`config.mk`:
```
export PLATFORM = sky130hd
export DESIGN_NAME = acor_unit
export DESIGN_NICKNAME = d
export VERILOG_FILES = /design/src/acor_pkg.sv /design/src/acor_res_if.sv /design/src/acor_flags.sv /design/src/acor_unit.sv
export SDC_FILE = /design/constraint.sdc
export NUM_CORES = 1
export LEC_CHECK = 0
export ABC_AREA = 1
export BUFFER_PORTS_ARGS = -buffer_cell sky130_fd_sc_hd__buf_2
export CAP_MARGIN = 20
export CORE_ASPECT_RATIO = 1.75
export CORE_MARGIN = 10
export CORE_UTILIZATION = 45
export DETAILED_ROUTE_END_ITERATION = 12
export PLACE_DENSITY = 0.84
export SYNTH_ARGS = -nofsm -noshare
export SYNTH_HDL_FRONTEND = slang
export SYNTH_SLANG_ARGS = --single-unit
```
`constraint.sdc`:
```
create_clock -name mclk -period 2.2 [get_ports mclk]
set_input_delay 0.44 -clock mclk [delete_from_list [all_inputs] [get_ports mclk]]
set_output_delay 0.44 -clock mclk [all_outputs]
set_load 0.005 [all_outputs]
```
`src/acor_pkg.sv`:
```
package acor_pkg;

   // ----------------------------------------------------------------
   // Widths
   // ----------------------------------------------------------------
   localparam int ACC_W   = 32;
   localparam int WORD_W  = 16;
   localparam int ADDR_W  = 16;
   localparam int CNT_W   = 6;
   localparam int MSB_POS = 31;

   // ----------------------------------------------------------------
   // Counts and reset values
   // ----------------------------------------------------------------
   localparam logic [CNT_W-1:0]  CNT_MIN   = 6'h01;
   localparam logic [CNT_W-1:0]  CNT_MAX   = 6'h20;
   localparam logic [ACC_W-1:0]  ACC_RST   = 32'h0000_0000;
   localparam logic [ADDR_W-1:0] ADDR_RST  = 16'h0000;
   localparam logic [ADDR_W-1:0] HI_OFFSET = 16'h0001;

   // ----------------------------------------------------------------
   // Operations and sequencer states
   // ----------------------------------------------------------------
   typedef enum logic [1:0] {
      or_word_op,
      or_double_op,
      or_formatted_op
   } acor_op_e;

   typedef enum logic [2:0] {
      st_idle,
      st_ptr,
      st_lo,
      st_hi,
      st_bit,
      st_fin
   } acor_state_e;

endpackage : acor_pkg

```
`src/acor_res_if.sv`:
```
`timescale 1ns/10ps
interface acor_res_if;
   logic                    upd;
   logic                    upd_neg;
   logic [acor_pkg::ACC_W-1:0] result;

   modport src (output upd, output upd_neg, output result);
   modport snk (input upd, input upd_neg, input result);
endinterface : acor_res_if

```
`src/acor_flags.sv`:
```
`timescale 1ns/10ps
module acor_flags (
   // Clock and reset
   input  wire logic mclk,
   input  wire logic sys_rst,
   // Result from the datapath
   acor_res_if.snk   res,
   // Status
   output logic      zero_result_flag,
   output logic      negative_result_flag,
   output logic      op_done
);

   logic zero_ff;
   logic neg_ff;
   logic done_ff;
   wire  nxt_zero = (res.result == acor_pkg::ACC_RST);
   wire  nxt_neg  = res.result[acor_pkg::MSB_POS];

   // Flags move only on an update; otherwise they hold until the next one
   always_ff @(posedge mclk) begin
      if (sys_rst) begin
         zero_ff <= 1'b0;
         neg_ff  <= 1'b0;
         done_ff <= 1'b0;
      end else begin
         done_ff <= res.upd;
         if (res.upd) begin
            zero_ff <= nxt_zero;
         end
         if (res.upd && res.upd_neg) begin
            neg_ff <= nxt_neg;
         end
      end
   end

   assign zero_result_flag     = zero_ff;
   assign negative_result_flag = neg_ff;
   assign op_done              = done_ff;
endmodule : acor_flags

```
`src/acor_unit.sv`:
```
`timescale 1ns/10ps
// Behaviour
// - Word op ORs memory word into low half
// - Word op sets zero flag on zero
// - Double op ORs two words or constant
// - Double op updates zero and negative flags
// - Formatted op ORs 0..32 consecutive bits
// - Formatted op updates zero and negative flags
// - Flags hold until next op that updates them
module acor_unit (
   // Clock and reset
   input  wire logic                           mclk,
   input  wire logic                           sys_rst,
   // Command from the sequencer
   input  wire logic                           cmd_valid,
   input  wire acor_pkg::acor_op_e             cmd_op,
   input  wire logic                           cmd_indirect,
   input  wire logic                           cmd_use_const,
   input  wire logic [acor_pkg::ADDR_W-1:0]    cmd_addr,
   input  wire logic [acor_pkg::ACC_W-1:0]     cmd_const,
   input  wire logic [acor_pkg::CNT_W-1:0]     cmd_count,
   output logic                                cmd_ready,
   // Accumulator load
   input  wire logic                           acc_load,
   input  wire logic [acor_pkg::ACC_W-1:0]     acc_load_data,
   // Word memory
   output logic                                mem_rd_en,
   output logic [acor_pkg::ADDR_W-1:0]         mem_addr,
   input  wire logic                           mem_rd_valid,
   input  wire logic [acor_pkg::WORD_W-1:0]    mem_rd_data,
   // Bit memory
   output logic                                bit_rd_en,
   output logic [acor_pkg::ADDR_W-1:0]         bit_addr,
   input  wire logic                           bit_rd_valid,
   input  wire logic                           bit_rd_data,
   // Results
   output logic [acor_pkg::ACC_W-1:0]          acc,
   output logic                                zero_result_flag,
   output logic                                negative_result_flag,
   output logic                                op_done
);

   acor_pkg::acor_state_e              st_ff, nxt_st;
   acor_pkg::acor_op_e                 op_ff, nxt_op;
   logic [acor_pkg::ACC_W-1:0]         acc_ff, nxt_acc;
   logic [acor_pkg::ADDR_W-1:0]        maddr_ff, nxt_maddr;
   logic [acor_pkg::ADDR_W-1:0]        baddr_ff, nxt_baddr;
   logic [acor_pkg::CNT_W-1:0]         cnt_ff, nxt_cnt;
   logic [acor_pkg::CNT_W-1:0]         idx_ff, nxt_idx;
   logic                               mrd_ff, brd_ff, rdy_ff;

   acor_res_if res ();

   // ----------------------------------------------------------------
   // Decode
   // ----------------------------------------------------------------
   // Counts above the maximum are clamped rather than refused
   wire [acor_pkg::CNT_W-1:0]  cnt_clamp = (cmd_count > acor_pkg::CNT_MAX) ? acor_pkg::CNT_MAX : cmd_count;
   // Gated by cmd_ready so nothing is taken in the first cycle after reset
   wire                        take      = (st_ff == acor_pkg::st_idle) && cmd_valid && rdy_ff;
   wire [acor_pkg::CNT_W-1:0]  idx_inc   = idx_ff + acor_pkg::CNT_MIN;
   wire                        last_bit  = (idx_inc >= cnt_ff);
   wire [acor_pkg::ACC_W-1:0]  bit_mask  = {{(acor_pkg::ACC_W-1){1'b0}}, bit_rd_data} << idx_ff[4:0];
   wire [acor_pkg::WORD_W-1:0] lo_or     = acc_ff[acor_pkg::WORD_W-1:0] | mem_rd_data;
   wire [acor_pkg::WORD_W-1:0] hi_or     = acc_ff[acor_pkg::ACC_W-1:acor_pkg::WORD_W] | mem_rd_data;
   wire                        is_rd     = (nxt_st == acor_pkg::st_ptr) || (nxt_st == acor_pkg::st_lo) ||
                                           (nxt_st == acor_pkg::st_hi);
   wire                        nxt_mrd   = is_rd && (nxt_st != st_ff);
   wire                        nxt_brd   = (nxt_st == acor_pkg::st_bit) &&
                                           ((st_ff != acor_pkg::st_bit) || bit_rd_valid);

   // ----------------------------------------------------------------
   // Sequencer
   // ----------------------------------------------------------------
   always_comb begin
      nxt_st    = st_ff;
      nxt_op    = op_ff;
      nxt_acc   = acc_ff;
      nxt_maddr = maddr_ff;
      nxt_baddr = baddr_ff;
      nxt_cnt   = cnt_ff;
      nxt_idx   = idx_ff;
      unique case (st_ff)
         acor_pkg::st_idle: begin
            if (take) begin
               nxt_op    = cmd_op;
               nxt_maddr = cmd_addr;
               nxt_baddr = cmd_addr;
               nxt_cnt   = cnt_clamp;
               nxt_idx   = '0;
               if (cmd_op == acor_pkg::or_formatted_op) begin
                  nxt_st = (cnt_clamp == '0) ? acor_pkg::st_fin : acor_pkg::st_bit;
               end else if (cmd_op == acor_pkg::or_double_op && cmd_use_const) begin
                  nxt_acc = acc_ff | cmd_const;
                  nxt_st  = acor_pkg::st_fin;
               end else begin
                  nxt_st = cmd_indirect ? acor_pkg::st_ptr : acor_pkg::st_lo;
               end
            end else if (acc_load && rdy_ff) begin
               nxt_acc = acc_load_data;
            end
         end
         acor_pkg::st_ptr: begin
            if (mem_rd_valid) begin
               nxt_maddr = mem_rd_data;
               nxt_st    = acor_pkg::st_lo;
            end
         end
         acor_pkg::st_lo: begin
            if (mem_rd_valid) begin
               nxt_acc[acor_pkg::WORD_W-1:0] = lo_or;
               if (op_ff == acor_pkg::or_double_op) begin
                  nxt_maddr = maddr_ff + acor_pkg::HI_OFFSET;
                  nxt_st    = acor_pkg::st_hi;
               end else begin
                  nxt_st = acor_pkg::st_fin;
               end
            end
         end
         acor_pkg::st_hi: begin
            if (mem_rd_valid) begin
               nxt_acc[acor_pkg::ACC_W-1:acor_pkg::WORD_W] = hi_or;
               nxt_st = acor_pkg::st_fin;
            end
         end
         acor_pkg::st_bit: begin
            if (bit_rd_valid) begin
               nxt_acc   = acc_ff | bit_mask;
               nxt_idx   = idx_inc;
               nxt_baddr = baddr_ff + acor_pkg::HI_OFFSET;
               if (last_bit) begin
                  nxt_st = acor_pkg::st_fin;
               end
            end
         end
         acor_pkg::st_fin: begin
            nxt_st = acor_pkg::st_idle;
         end
         default: begin
            nxt_st = acor_pkg::st_idle;
         end
      endcase
   end

   always_ff @(posedge mclk) begin
      if (sys_rst) begin
         st_ff    <= acor_pkg::st_idle;
         op_ff    <= acor_pkg::or_word_op;
         acc_ff   <= acor_pkg::ACC_RST;
         maddr_ff <= acor_pkg::ADDR_RST;
         baddr_ff <= acor_pkg::ADDR_RST;
         cnt_ff   <= '0;
         idx_ff   <= '0;
         mrd_ff   <= 1'b0;
         brd_ff   <= 1'b0;
         rdy_ff   <= 1'b0;
      end else begin
         st_ff    <= nxt_st;
         op_ff    <= nxt_op;
         acc_ff   <= nxt_acc;
         maddr_ff <= nxt_maddr;
         baddr_ff <= nxt_baddr;
         cnt_ff   <= nxt_cnt;
         idx_ff   <= nxt_idx;
         mrd_ff   <= nxt_mrd;
         brd_ff   <= nxt_brd;
         rdy_ff   <= (nxt_st == acor_pkg::st_idle);
      end
   end

   // ----------------------------------------------------------------
   // Flag update
   // ----------------------------------------------------------------
   // Word op leaves the negative flag alone; the others update both
   assign res.upd     = (st_ff == acor_pkg::st_fin);
   assign res.upd_neg = (op_ff != acor_pkg::or_word_op);
   assign res.result  = acc_ff;

   acor_flags u_flags (
      .mclk                 (mclk),
      .sys_rst              (sys_rst),
      .res                  (res),
      .zero_result_flag     (zero_result_flag),
      .negative_result_flag (negative_result_flag),
      .op_done              (op_done)
   );

   assign cmd_ready = rdy_ff;
   assign mem_rd_en = mrd_ff;
   assign mem_addr  = maddr_ff;
   assign bit_rd_en = brd_ff;
   assign bit_addr  = baddr_ff;
   assign acc       = acc_ff;
endmodule : acor_unit

```
==> impl_metrics.toml <==
[place]
placedCellCount = 1409
dpl_cell_area_mm2 = 0.00740
dp_hpwl_um = 19000
dp_slack_ps = 185
globalplace.congestion = 0.983
io_buffer_count = 182

[grt]
grt_pass1_wl_um = 38200
track_usage_pct = 24.8
grt_pass1_vias = 7781
antenna_found_initial = 0
grt.overflow.total = 0
grt_max_degree = 54

[timing]
max_slew_margin_pct = 67.5
drv_slew = 0
worst_pin_slew_ps = 487
setup_viol = 0
finClkSkew_ps = 7.13
max_freq_mhz = 482
min_period_ps = 2070
setup_tns_ps = 0
hold_violations = 0
timing.final.ws_setup_ps = 126
fin_crit_sh_pct = 94.3

[power]
finalPower_mw = 6.34
powerDensity_mw_per_mm2 = 817
leakage_nw = 3.65
peakVddDrop_mv = 0.428

[synth]
synth_ff_type = "dfxtp_1"
synth_seq_area_share_pct = 28.0
ys_ff_latch = 87
synth_area_per_cell_um2 = 5.82
synth_cells = 1068
synth_edf_count = 0
syn-cell-area_mm2 = 0.00622
async_reset_ff_share_pct = 0
ys_types = 32
synth_nets = 1190
ys.warnings.count = 0

[layout]
seq_area_mm2 = 0.00174
fin_cells = 1425
area_growth_syn_to_layout_pct = 24.8
finalNetCount = 1368
fillers = 1395
multi_input_area_mm2 = 0.00386
final_cell_mix = "nand2_1 (236), buf_2 (182), nor2_1 (178)"
final_cell_area_mm2 = 0.00776
drive_above_1_share_pct = 20.8
n_antenna_cell = 0
final_common_cell = "nand2_1"

[hold_path]
worstHoldPathType = "in -> reg"
hold_start = "cmd_count[2]"
whs_endpoint = "cnt_ff[2]"
min_path_cells = 3

[die]
ioPinCount = 183
dieArea_mm2 = 0.0191
dieWidth_um = 109
row_count = 56
start_util_pct = 46.2
die_height_um = 176
core_mm2 = 0.0135

[clock_tree]
clk_latency_ps = 350
clock_sinks = 87
ctsHoldBuffers = 0
clockBufferDepth = 2
cts_root_buf = "clkbuf_16"
tritoncts = "yes"
cts_buffers = 9
htreeDepth = 3
clk_pin_slew_ps = 70

[outcome]
outcome = "finished, final reports clean"

[detailed_routing]
routed_via_density = 5.54
drtAntennaViolNets = 0
drc = 0
drt_iter0_markers = 599
firstDrtPassIters = 5
num_vias = 7894
routedWlPerCell_um = 17.1
wirelength_um = 24400

[critical_path]
crit_required_ps = 2440
reg2reg_slack_ps = 130
crit_type = "reg -> reg"
r2r-start = "idx_ff[2]"
slowest_stage = "dfxtp_1"
crit_fanout = 3
reg2reg_to = "mem_rd_en"
arrival_ps = 2310
start_kind = "flop"
cp-end-kind = "flop"
worstPathCellList = "nand2_1 > inv_1 > nand2_1 > nor2_2 > nand2_2 > xnor2_2 > ha_1 > nand2_1 > inv_1 > a21oi_2 > nand3_1 > nand2_2 > nand3_2 > nand2_2 > a21oi_1"
max_stage_delay_ps = 330
ff2ff_path_depth = 15

[flow_run]
max-cap-violations = 0
cell type report:
cell class	count	area share [%]
timing repair buffer	215	15.1
multi-input combinational	816	49.8
inverter	117	5.66
clock buffer	10	3.08
clock inverter	6	1.18
tap	174	2.80
sequential	87	22.4
cells in the mapped netlist (2+ instances only):
cell type / count / area (um^2)
nand2_1: 239 / 897
buf_1: 4 / 15.0
nor2_4: 3 / 33.8
nand4_1: 19 / 119
xor2_1: 4 / 35.0
o21ai_1: 4 / 20.0
nand3_1: 106 / 531
a22oi_1: 3 / 22.5
o21ai_0: 127 / 636
a31oi_1: 3 / 18.8
nor2_1: 179 / 672
inv_2: 7 / 26.3
nand3_2: 2 / 20.0
a211oi_1: 2 / 15.0
a21oi_1: 47 / 235
clkbuf_1: 25 / 93.8
nand4_2: 2 / 25.0
o211ai_1: 34 / 255
nor2_2: 4 / 25.0
buf_2: 18 / 90.1
nor3_1: 22 / 110
nor3b_1: 2 / 15.0
dfxtp_1: 87 / 1740
ha_1: 9 / 113
inv_1: 109 / 409
logic make-up (layout without fill, tap and decap cells):
group | Yosys count | after routing | synth area share, %
simple gates | 581 | 581 | 39.6
xor+xnor | 5 | 5 | 0.704
buf+inv | 165 | 348 | 10.4
flops | 87 | 87 | 28.0
fa+ha+maj | 9 | 9 | 1.81
compound gates | 221 | 221 | 19.5
sequential cells by signal, summed over array words and instances (netlist names), 2 cells and up:
name	count
acc	32
bit_addr	16
cnt_ff	6
idx_ff	6
mem_addr	16
op_ff	2
st_ff	3
layer usage:
| metal | vias to the layer above | GRT usage [%] | share of wire (%) |
|---|---|---|---|
| li1 | 3876 | - | - |
| met1 | 3570 | 25.5 | 35 |
| met2 | 367 | 44.2 | 52 |
| met3 | 81 | 4.51 | 8.2 |
| met4 | 0 | 15.9 | 5.5 |
| met5 | - | 0 | 0 |
worst max-delay path by stage:
stage	from	depth (start not counted)	to	slack, ps
final	idx_ff[2]	15	mem_rd_en	130
after global routing	idx_ff[2]	15	mem_rd_en	-60
after CTS	idx_ff[0]	12	cmd_ready	160
after detailed placement	idx_ff[2]	14	cmd_ready	190
after global placement	idx_ff[2]	15	mem_rd_en	200
after floorplan	idx_ff[2]	16	mem_rd_en	40
per-stage QoR:
step	hold WS (ps)	util [%]
floorplan	440	-
global placement	448	55.0
detailed placement	446	55.0
CTS	340	57.5
global route	369	57.7
finish	349	57.7
worst max-delay path: cells and delay by family, from the launching register on:
family | cells | cell delay [ps]
fa+ha+maj | 1 | 300
xor+xnor | 1 | 150
compound gates | 2 | 170
flops | 1 | 330
simple gates | 9 | 880
buf+inv | 2 | 140
report_power, final:
group	total, mW	switching, mW	internal [mW]
registers	2.27	0.390	1.88
logic	2.32	1.44	0.882
clock network	1.75	0.713	1.04
total	6.34	2.54	3.80
repair_timing:
action	CTS	global route
setup buffers	0	0
gates resized for setup	0	9
endpoints found under the setup margin	0	3
endpoints found under the hold margin	0	0
Note: power is estimated with default switching activity, not from simulation.
